### config.mk
export PLATFORM = sky130hd
export DESIGN_NAME = dsopr_top
export DESIGN_NICKNAME = d
export VERILOG_FILES = /design/src/dsopr_pkg.sv /design/src/dsopr_top.sv
export SDC_FILE = /design/constraint.sdc
export NUM_CORES = 1
export LEC_CHECK = 0
export BUFFER_PORTS_ARGS = -buffer_cell sky130_fd_sc_hd__clkbuf_2
export CAP_MARGIN = 20
export CORE_UTILIZATION = 50
export CTS_BUF_LIST = sky130_fd_sc_hd__clkbuf_8 sky130_fd_sc_hd__clkbuf_16
export DETAILED_ROUTE_END_ITERATION = 8
export PLACE_DENSITY_LB_ADDON = 0.05
export REMOVE_ABC_BUFFERS = 1
export SLEW_MARGIN = 15
export SYNTH_ARGS = -nofsm -noshare
export SYNTH_HDL_FRONTEND = slang
export SYNTH_SLANG_ARGS = --single-unit
### constraint.sdc
create_clock -name ref_clk_in -period 7.2 [get_ports ref_clk_in]
set_input_delay 0.72 -clock ref_clk_in [delete_from_list [all_inputs] [get_ports ref_clk_in]]
set_output_delay 0.72 -clock ref_clk_in [all_outputs]
set_load 0.02 [all_outputs]
### src/dsopr_pkg.sv
/*
 Constants shared by the drive status output and pulse-train reference logic.
 Assumes the 25 MHz control clock; frequencies are carried in 0.1 Hz units.
*/
package dsopr_pkg;
	// Output function codes
	localparam logic [4:0] CODE_FAULT = 5'h00;
	localparam logic [4:0] CODE_OPERATING = 5'h01;
	localparam logic [4:0] CODE_FREQ_AGREE = 5'h02;
	localparam logic [4:0] CODE_ZERO_SPEED = 5'h03;
	localparam logic [4:0] CODE_FREQ_DET_GE = 5'h04;
	localparam logic [4:0] CODE_FREQ_DET_LE = 5'h05;
	localparam logic [4:0] CODE_OVERTQ_NO = 5'h06;
	localparam logic [4:0] CODE_OVERTQ_NC = 5'h07;
	localparam logic [4:0] CODE_UNDERTQ_NO = 5'h08;
	localparam logic [4:0] CODE_UNDERTQ_NC = 5'h09;
	localparam logic [4:0] CODE_MINOR_FAULT = 5'h0a;
	localparam logic [4:0] CODE_BASE_BLOCK = 5'h0b;
	localparam logic [4:0] CODE_LOCAL_MODE = 5'h0c;
	localparam logic [4:0] CODE_READY = 5'h0d;
	localparam logic [4:0] CODE_RETRY = 5'h0e;
	localparam logic [4:0] CODE_UNDERVOLT = 5'h0f;
	localparam logic [4:0] CODE_REVERSE = 5'h10;
	localparam logic [4:0] CODE_SPEED_SEARCH = 5'h11;
	localparam logic [4:0] CODE_COMM_DATA = 5'h12;
	localparam logic [4:0] CODE_FB_LOSS = 5'h13;
	localparam logic [4:0] CODE_REF_LOSS = 5'h14;
	localparam logic [4:0] CODE_OVERHEAT = 5'h15;
	localparam int NUM_CODES = 22;
	// Selector values after reset
	localparam logic [4:0] RELAY_SEL_RST = CODE_FAULT;
	localparam logic [4:0] XSTR_ONE_SEL_RST = CODE_OPERATING;
	localparam logic [4:0] XSTR_TWO_SEL_RST = CODE_FREQ_AGREE;
	// Pulse scaling setting, 10 Hz steps
	localparam logic [11:0] SCALE_MIN = 12'h064;
	localparam logic [11:0] SCALE_MAX = 12'hce4;
	localparam logic [11:0] SCALE_RST = 12'h9c4;
	// Added bias, percent of maximum output frequency
	localparam logic [5:0] BIAS_MAX = 6'h32;
	localparam logic [5:0] BIAS_RST = 6'h0a;
	// Source selections
	localparam logic [3:0] REF_SRC_I420 = 4'h3;
	localparam logic [3:0] REF_SRC_I020 = 4'h4;
	localparam logic [3:0] REF_SRC_PULSE = 4'h5;
	localparam logic [1:0] RUN_SRC_TERM = 2'h1;
	localparam logic [5:0] IN_FUNC_FWD = 6'h01;
	localparam logic [5:0] IN_FUNC_REV = 6'h02;
	// Pulse rate gate: 100 ms gives a count in 10 Hz units
	localparam int CLK_HZ = 25000000;
	localparam int GATE_TIME_MS = 100;
	localparam int GATE_CYCLES = CLK_HZ / 1000 * GATE_TIME_MS;
	localparam logic [11:0] PULSE_CNT_MAX = SCALE_MAX;
	// Frequency agree band, 0.1 Hz units
	localparam logic [15:0] AGREE_BAND_RST = 16'h0014;
endpackage

### src/dsopr_top.sv
/*
 Status output selectors, source selection and pulse-train frequency reference of a motor drive.
 Assumes all inputs are synchronous to ref_clk_in and settings are presented with a one-cycle load strobe.
*/
// Functional notes
// - Three independent selectors drive relay pair, transistor one and transistor two.
// - Code 0 closes the output during a drive fault.
// - Code 1 closes while a run command is present or voltage is output.
// - Code 2 closes while commanded and output frequency agree.
// - Code 3 closes while output frequency is below minimum output frequency.
// - Code 4 closes at frequency >= detect level; code 5 at <= level.
// - Code 10 closes while any alarm is detected.
// - Code 11 closes while power output is blocked.
// - Code 12 closes while local operating source is selected.
// - Code 13 closes when no fault and drive ready.
// - Code 14 closes during automatic fault retry.
// - Code 15 closes during supply undervoltage.
// - Code 16 closes during reverse running.
// - Code 17 closes during speed search.
// - Code 18 follows a value written over the serial link by the master.
// - Codes 19, 20, 21: feedback loss, reference loss, overheat pre-alarm.
// - Pulse reference equals pulse rate over ten times scaling, times maximum frequency.
// - Scaling in 10 Hz steps, 100 to 3300, default 2500.
// - Pulse rate measured from zero to 33 kHz; source stays within that.
// - Reference selector 3 picks 4-20 mA, 4 picks 0-20 mA current reference.
// - Terminal run control: input one forward run/stop, input two reverse.
// - Added bias accepts 0 to 50 percent in 1 percent steps, default 10.
`timescale 1ns/1ps
module dsopr_top import dsopr_pkg::*; #(
	parameter int FREQ_W = 16,
	parameter int GATE_CNT = GATE_CYCLES,
	parameter logic [15:0] AGREE_BAND = AGREE_BAND_RST
) (
	input wire logic ref_clk_in,
	input wire logic rstn_in,
	input wire logic sel_load_in,
	input wire logic [4:0] relay_func_sel_in,
	input wire logic [4:0] xstr_out_one_func_sel_in,
	input wire logic [4:0] xstr_out_two_func_sel_in,
	input wire logic cfg_load_in,
	input wire logic [11:0] pulse_scale_setting_in,
	input wire logic [5:0] aux_bias_amount_in,
	input wire logic [3:0] reference_source_sel_in,
	input wire logic [1:0] run_source_sel_in,
	input wire logic [5:0] input_one_func_in,
	input wire logic [5:0] input_two_func_in,
	input wire logic input_term_one_in,
	input wire logic input_term_two_in,
	input wire logic oper_fwd_run_in,
	input wire logic oper_rev_run_in,
	input wire logic fault_in,
	input wire logic voltage_output_in,
	input wire logic [FREQ_W-1:0] cmd_freq_in,
	input wire logic [FREQ_W-1:0] output_freq_in,
	input wire logic [FREQ_W-1:0] min_output_freq_in,
	input wire logic [FREQ_W-1:0] freq_detect_level_in,
	input wire logic [FREQ_W-1:0] max_output_freq_in,
	input wire logic overtorque_in,
	input wire logic undertorque_in,
	input wire logic alarm_in,
	input wire logic base_block_in,
	input wire logic local_sel_in,
	input wire logic ready_in,
	input wire logic retry_active_in,
	input wire logic undervoltage_flag_in,
	input wire logic motor_reverse_in,
	input wire logic speed_search_in,
	input wire logic [2:0] comm_data_in,
	input wire logic fb_loss_in,
	input wire logic ref_loss_in,
	input wire logic overheat_alert_in,
	input wire logic pulse_train_in,
	output logic fault_relay_no_side_out,
	output logic fault_relay_nc_side_out,
	output logic xstr_output_one_out,
	output logic xstr_output_two_out,
	output logic run_fwd_cmd_out,
	output logic run_rev_cmd_out,
	output logic current_ref_420_sel_out,
	output logic current_ref_020_sel_out,
	output logic pulse_ref_sel_out,
	output logic [FREQ_W-1:0] pulse_ref_freq_out,
	output logic pulse_ref_valid_out,
	output logic [11:0] pulse_rate_out,
	output logic pulse_over_range_out,
	output logic [11:0] pulse_scale_setting_out,
	output logic [5:0] aux_bias_amount_out,
	output logic cfg_reject_out
);

	localparam int PROD_W = FREQ_W + 12;

	typedef enum logic [1:0] {
		DSOPR_IDLE = 2'b00,
		DSOPR_DIV = 2'b01,
		DSOPR_DONE = 2'b10
	} dsopr_div_e;

	// Picks the status condition named by a function code
	function automatic logic pick_cond(input logic [4:0] code, input logic [NUM_CODES-1:0] conds);
		logic r;
		r = 1'b0;
		if (code < 5'(NUM_CODES)) begin
			r = conds[code];
		end
		return r;
	endfunction

	// Range check used by the scaling setting load; the bias load compares against BIAS_MAX directly
	function automatic logic in_range(input logic [11:0] v, input logic [11:0] lo, input logic [11:0] hi);
		return (v >= lo) && (v <= hi);
	endfunction

	logic [4:0] relay_sel_q;
	logic [4:0] one_sel_q;
	logic [4:0] two_sel_q;
	logic [11:0] scale_q;
	logic [5:0] bias_q;
	logic run_fwd;
	logic run_rev;
	logic [FREQ_W-1:0] freq_diff;
	logic [NUM_CODES-1:0] common_conds;
	logic [NUM_CODES-1:0] conds_relay;
	logic [NUM_CODES-1:0] conds_one;
	logic [NUM_CODES-1:0] conds_two;
	logic pulse_dly_q;
	logic [31:0] gate_cnt_q;
	logic [11:0] edge_cnt_q;
	logic over_q;
	logic gate_end;
	dsopr_div_e div_state_q;
	logic [PROD_W-1:0] dividend_q;
	logic [PROD_W-1:0] quot_q;
	logic [12:0] rem_q;
	logic [4:0] div_cnt_q;
	logic [12:0] rem_shift;
	logic [FREQ_W-1:0] max_freq_q;

	// Selector registers
	always_ff @(posedge ref_clk_in) begin
		if (!rstn_in) begin
			relay_sel_q <= RELAY_SEL_RST;
			one_sel_q <= XSTR_ONE_SEL_RST;
			two_sel_q <= XSTR_TWO_SEL_RST;
		end else if (sel_load_in) begin
			relay_sel_q <= relay_func_sel_in;
			one_sel_q <= xstr_out_one_func_sel_in;
			two_sel_q <= xstr_out_two_func_sel_in;
		end
	end

	// Scaling and bias settings; an out-of-range value is refused, while the other setting in the same load is still taken
	always_ff @(posedge ref_clk_in) begin
		if (!rstn_in) begin
			scale_q <= SCALE_RST;
			bias_q <= BIAS_RST;
			cfg_reject_out <= 1'b0;
		end else if (cfg_load_in) begin
			cfg_reject_out <= 1'b0;
			if (in_range(pulse_scale_setting_in, SCALE_MIN, SCALE_MAX)) begin
				scale_q <= pulse_scale_setting_in;
			end else begin
				cfg_reject_out <= 1'b1;
			end
			if (aux_bias_amount_in <= BIAS_MAX) begin
				bias_q <= aux_bias_amount_in;
			end else begin
				cfg_reject_out <= 1'b1;
			end
		end
	end

	always_ff @(posedge ref_clk_in) begin
		if (!rstn_in) begin
			pulse_scale_setting_out <= SCALE_RST;
			aux_bias_amount_out <= BIAS_RST;
		end else begin
			pulse_scale_setting_out <= scale_q;
			aux_bias_amount_out <= bias_q;
		end
	end

	// Run command source
	always_comb begin
		if (run_source_sel_in == RUN_SRC_TERM) begin
			run_fwd = input_term_one_in && (input_one_func_in == IN_FUNC_FWD);
			run_rev = input_term_two_in && (input_two_func_in == IN_FUNC_REV);
		end else begin
			run_fwd = oper_fwd_run_in;
			run_rev = oper_rev_run_in;
		end
	end

	always_ff @(posedge ref_clk_in) begin
		if (!rstn_in) begin
			run_fwd_cmd_out <= 1'b0;
			run_rev_cmd_out <= 1'b0;
			current_ref_420_sel_out <= 1'b0;
			current_ref_020_sel_out <= 1'b0;
			pulse_ref_sel_out <= 1'b0;
		end else begin
			run_fwd_cmd_out <= run_fwd;
			run_rev_cmd_out <= run_rev;
			current_ref_420_sel_out <= (reference_source_sel_in == REF_SRC_I420);
			current_ref_020_sel_out <= (reference_source_sel_in == REF_SRC_I020);
			pulse_ref_sel_out <= (reference_source_sel_in == REF_SRC_PULSE);
		end
	end

	// Status condition vector
	always_comb begin
		if (cmd_freq_in >= output_freq_in) begin
			freq_diff = cmd_freq_in - output_freq_in;
		end else begin
			freq_diff = output_freq_in - cmd_freq_in;
		end
		common_conds = '0;
		common_conds[CODE_FAULT] = fault_in;
		common_conds[CODE_OPERATING] = run_fwd || run_rev || voltage_output_in;
		common_conds[CODE_FREQ_AGREE] = freq_diff <= AGREE_BAND[FREQ_W-1:0];
		common_conds[CODE_ZERO_SPEED] = output_freq_in < min_output_freq_in;
		common_conds[CODE_FREQ_DET_GE] = output_freq_in >= freq_detect_level_in;
		common_conds[CODE_FREQ_DET_LE] = output_freq_in <= freq_detect_level_in;
		common_conds[CODE_OVERTQ_NO] = overtorque_in;
		common_conds[CODE_OVERTQ_NC] = !overtorque_in;
		common_conds[CODE_UNDERTQ_NO] = undertorque_in;
		common_conds[CODE_UNDERTQ_NC] = !undertorque_in;
		common_conds[CODE_MINOR_FAULT] = alarm_in;
		common_conds[CODE_BASE_BLOCK] = base_block_in;
		common_conds[CODE_LOCAL_MODE] = local_sel_in;
		common_conds[CODE_READY] = !fault_in && ready_in;
		common_conds[CODE_RETRY] = retry_active_in;
		common_conds[CODE_UNDERVOLT] = undervoltage_flag_in;
		common_conds[CODE_REVERSE] = motor_reverse_in;
		common_conds[CODE_SPEED_SEARCH] = speed_search_in;
		common_conds[CODE_FB_LOSS] = fb_loss_in;
		common_conds[CODE_REF_LOSS] = ref_loss_in;
		common_conds[CODE_OVERHEAT] = overheat_alert_in;
		conds_relay = common_conds;
		conds_one = common_conds;
		conds_two = common_conds;
		conds_relay[CODE_COMM_DATA] = comm_data_in[0];
		conds_one[CODE_COMM_DATA] = comm_data_in[1];
		conds_two[CODE_COMM_DATA] = comm_data_in[2];
	end

	// Output terminals
	always_ff @(posedge ref_clk_in) begin
		if (!rstn_in) begin
			fault_relay_no_side_out <= 1'b0;
			fault_relay_nc_side_out <= 1'b1;
			xstr_output_one_out <= 1'b0;
			xstr_output_two_out <= 1'b0;
		end else begin
			fault_relay_no_side_out <= pick_cond(relay_sel_q, conds_relay);
			fault_relay_nc_side_out <= !pick_cond(relay_sel_q, conds_relay);
			xstr_output_one_out <= pick_cond(one_sel_q, conds_one);
			xstr_output_two_out <= pick_cond(two_sel_q, conds_two);
		end
	end

	// Pulse rate gate: rising edges counted over the gate window
	assign gate_end = (gate_cnt_q == 32'(GATE_CNT - 1));

	always_ff @(posedge ref_clk_in) begin
		if (!rstn_in) begin
			pulse_dly_q <= 1'b0;
			gate_cnt_q <= '0;
			edge_cnt_q <= '0;
			over_q <= 1'b0;
		end else begin
			pulse_dly_q <= pulse_train_in;
			if (gate_end) begin
				gate_cnt_q <= '0;
				edge_cnt_q <= '0;
				over_q <= 1'b0;
			end else begin
				gate_cnt_q <= gate_cnt_q + 32'h1;
				if (pulse_train_in && !pulse_dly_q) begin
					if (edge_cnt_q < PULSE_CNT_MAX) begin
						edge_cnt_q <= edge_cnt_q + 12'h001;
					end else begin
						over_q <= 1'b1;
					end
				end
			end
		end
	end

	always_ff @(posedge ref_clk_in) begin
		if (!rstn_in) begin
			pulse_rate_out <= '0;
			pulse_over_range_out <= 1'b0;
		end else if (gate_end) begin
			pulse_rate_out <= edge_cnt_q;
			pulse_over_range_out <= over_q;
		end
	end

	// Reference = count(10 Hz) * max frequency / scaling, restoring division
	assign rem_shift = {rem_q[11:0], dividend_q[PROD_W-1]};

	always_ff @(posedge ref_clk_in) begin
		if (!rstn_in) begin
			div_state_q <= DSOPR_IDLE;
			dividend_q <= '0;
			quot_q <= '0;
			rem_q <= '0;
			div_cnt_q <= '0;
			max_freq_q <= '0;
		end else begin
			case (div_state_q)
				DSOPR_IDLE: begin
					if (gate_end) begin
						dividend_q <= PROD_W'(edge_cnt_q * max_output_freq_in);
						max_freq_q <= max_output_freq_in;
						quot_q <= '0;
						rem_q <= '0;
						div_cnt_q <= 5'(PROD_W - 1);
						div_state_q <= DSOPR_DIV;
					end
				end
				DSOPR_DIV: begin
					dividend_q <= {dividend_q[PROD_W-2:0], 1'b0};
					if (rem_shift >= {1'b0, scale_q}) begin
						rem_q <= rem_shift - {1'b0, scale_q};
						quot_q <= {quot_q[PROD_W-2:0], 1'b1};
					end else begin
						rem_q <= rem_shift;
						quot_q <= {quot_q[PROD_W-2:0], 1'b0};
					end
					if (div_cnt_q == 5'h00) begin
						div_state_q <= DSOPR_DONE;
					end else begin
						div_cnt_q <= div_cnt_q - 5'h01;
					end
				end
				DSOPR_DONE: begin
					div_state_q <= DSOPR_IDLE;
				end
				default: begin
					div_state_q <= DSOPR_IDLE;
				end
			endcase
		end
	end

	// Result is clamped to the maximum output frequency
	always_ff @(posedge ref_clk_in) begin
		if (!rstn_in) begin
			pulse_ref_freq_out <= '0;
			pulse_ref_valid_out <= 1'b0;
		end else begin
			pulse_ref_valid_out <= (div_state_q == DSOPR_DONE);
			if (div_state_q == DSOPR_DONE) begin
				if (quot_q > PROD_W'(max_freq_q)) begin
					pulse_ref_freq_out <= max_freq_q;
				end else begin
					pulse_ref_freq_out <= quot_q[FREQ_W-1:0];
				end
			end
		end
	end

endmodule // dsopr_top

==> impl_results.md <==
* Run status: finished clean
* Ratio of cells with drive above 1 in the final layout at 13.08%
* Area of the mapped netlist at 18860 µm²
* Worst skew pair latency at about 560 ps
* Placed Instance Area at 20220 µm²
* Final Critical Period at approximately 6200 ps
* Slew Limit Fails at 0
* Clk_skew at 10.16 ps
* Vias at 15910
* IO Port Bufs at 215
* Critical Path AT at around 6700 ps
* Max-cap violation count at 0
* Synth area leaders: dfxtp_1 24%, fa_1 15%, ha_1 11%, inv_1 6.0%, nand2_1 5.6%
* Critical Path Start Type: flop
* Rows at 70
* Seq cells post-synth at 228
* CP endpoint kind: flop
* CTS clk-pin slew, worst paths at 70 ps
* CP Class: flop to flop
* Main flop type after synthesis: dfxtp_1
* Slew at the pin closest to its max-slew limit at 1105 ps
* DRT iter0 DRCs at 825
* I/O pin cnt at 216
* CTS root buf: clkbuf_16
* Pwr/cell area at ~150 nW/µm²
* CTS tree: yes
* RePlAce Congestion at between 0.9 and 1
* Fin util at 57.51%
* Die H at just under 200 µm
* Final hold violation count at 0
* Hold WC Path Type: input pin to flop
* Setup TNS at 0 ps
* Worst-path maximum fanout at 18
* Initial Util at between 50% and 60%
* GR Overflow Total at 0
* Post-Syn Area per Cell at between 8 and 9 µm²
* Endpoints failing setup at 0
* Req. time, crit path at about 7700 ps
* Final period utilization at 86.15%
* Commonest cells after routing, fill and taps aside: 302 x inv_1, 282 x nand2_1, 228 x dfxtp_1
* HPWL after detailed placement at 38.18 mm
* Postcts setup bufs at 0
* Post-cts sizing count at 0
* Vias in the first global route at about 16000
* Die area at 38500 µm²
* Ys Warns at 0
* Largest net degree at the start of global routing at about 70
* Peak VDD IR at 0.0001623 V
* Synth top area share at 24.20%
* Seq/Total Area, Yosys at between 20% and 30%
* Initial antenna violation count at 7
* Max Freq at 0.1612 GHz
* Number of synthesized flops with an enable pin at 0
* Area Growth Syn to Fin at 12.45%
* Drt pass-1 iters at 7
* Slew HR at 26.11%
* Clock buffer depth at 3
* Leak Pwr at 10.03 nW
* Clock tree sinks at 228
* Core footprint at 36870 µm²
* FFs w/ async S/R, synth at 0%
* Post-Syn Instances at 2266
* Power Total at 3.269 mW
* Largest area contributor in the netlist: dfxtp_1
* Overall global routing resource usage at 25.81%
* DR DRC count at 0
* Antenna-violating nets left at 0
* Global-route wire length before repair at 80.94 mm
* Final nets at around 2900
* Unrepaired setup endpoints after global routing: false
* Commonest non-fill, non-tap cell in the layout: inv_1
* Wirelength per Cell at 16.80 µm
* Hold_buf cts at 0
* Post-route cell area at 21210 µm²
* Min Hold Slack at around 330 ps
* Synth cell types at between 80 and 90
* CTS Buf Count at 27
* Vias/cell at ~5.4
* H-Tree Depth at 1
* Die W at 196.2 µm
* WL final at around 49 mm
flip-flops by register name, indices dropped and copies added, names as in the netlist, 6 cells and up:
name	flops
max_freq_q	16
pulse_rate_out	12
scale_q	12
bias_q	6
pulse_ref_freq_out	16
dividend_q	28
pulse_scale_setting_out	12
rem_q	12
gate_cnt_q	32
quot_q	28
aux_bias_amount_out	6
edge_cnt_q	12
per-stage QoR:
step	setup slack, ps	instances
2_1_floorplan	1666	2152
3_3_place_gp	1045	2883
3_5_place_dp	916.7	2885
4_1_cts	1060	2935
5_1_grt	687.9	2940
6_report	997.1	2940
critical path, cell delays in order, from the launching register on:
cell	delay, ps
dfxtp_1	860
nand2_1	170
fa_1	560
inv_1	50
fa_1	480
fa_1	540
fa_1	550
inv_1	50
fa_1	540
inv_1	50
ha_1	350
and4_1	250
and4_1	200
o311ai_1	120
a31oi_1	380
a221oi_1	140
o21ai_0	330
o21ai_0	160
nand3b_1	170
and3_1	160
worst paths after layout:
check | startpoint | end | slack [ps] | cells past startpoint
worst min-delay path | reference_source_sel_in[2] | current_ref_420_sel_out | 330 | 2
worst min register to register | scale_q[11] | scale_q[11] | 440 | 2
worst max-delay path | edge_cnt_q[7] | dividend_q[27] | 1000 | 19
worst max register to register | edge_cnt_q[7] | dividend_q[27] | 1000 | 19
report_power, final:
| part | leakage, nW | internal [mW] | switching [mW] | total [mW] |
|---|---|---|---|---|
| registers | 1.85 | 1.29 | 0.0267 | 1.31 |
| clock network | 0.482 | 0.900 | 0.562 | 1.46 |
| logic | 7.70 | 0.198 | 0.297 | 0.495 |
layout make-up:
cell class | count | area [µm²]
clock buffer | 30 | 716.9
multi-input combinational | 1623 | 12710
antenna | 5 | 12.51
tap | 504 | 630.6
timing repair buffer | 229 | 1189
clock inverter | 20 | 249.0
inverter | 301 | 1131
fill | 3489 | 15670
sequential | 228 | 4564
cells by family after synthesis:
family	count (synthesis)	share of synthesized area (%)
DFF	228	24.20
and+or+nand+nor	748	19.07
adders and majority gates	301	25.58
AOI/OAI and AO/OA	423	14.65
muxes	81	4.724
buffers and inverters	415	8.519
xor gates and xnor gates	70	3.251
cell usage after synthesis (all sizes together) (11+ instances only):
cell type,n
and2,81
nor4,12
o31ai,12
a22o,27
ha,160
xnor2,30
a21oi,119
nor3,42
and3,13
a22oi,27
nand4,27
fa,141
o21a,13
mux2i,71
inv,301
xor2,40
nand2,282
nand3,50
o21ai,94
and4,11
buf,19
a31oi,17
clkbuf,95
a211oi,15
a21o,29
dfxtp,228
or3,16
nor2,155
nor2b,17
routing by layer:
layer | vias up | GRT usage (%) | part of all wire, %
met5 | - | 0 | 0.028
met4 | 2 | 7.581 | 2.4
met3 | 70 | 3.576 | 5.5
met2 | 427 | 43.18 | 45
met1 | 7529 | 34.65 | 47
li1 | 7882 | - | -
Note: power is estimated with default switching activity, not from simulation.
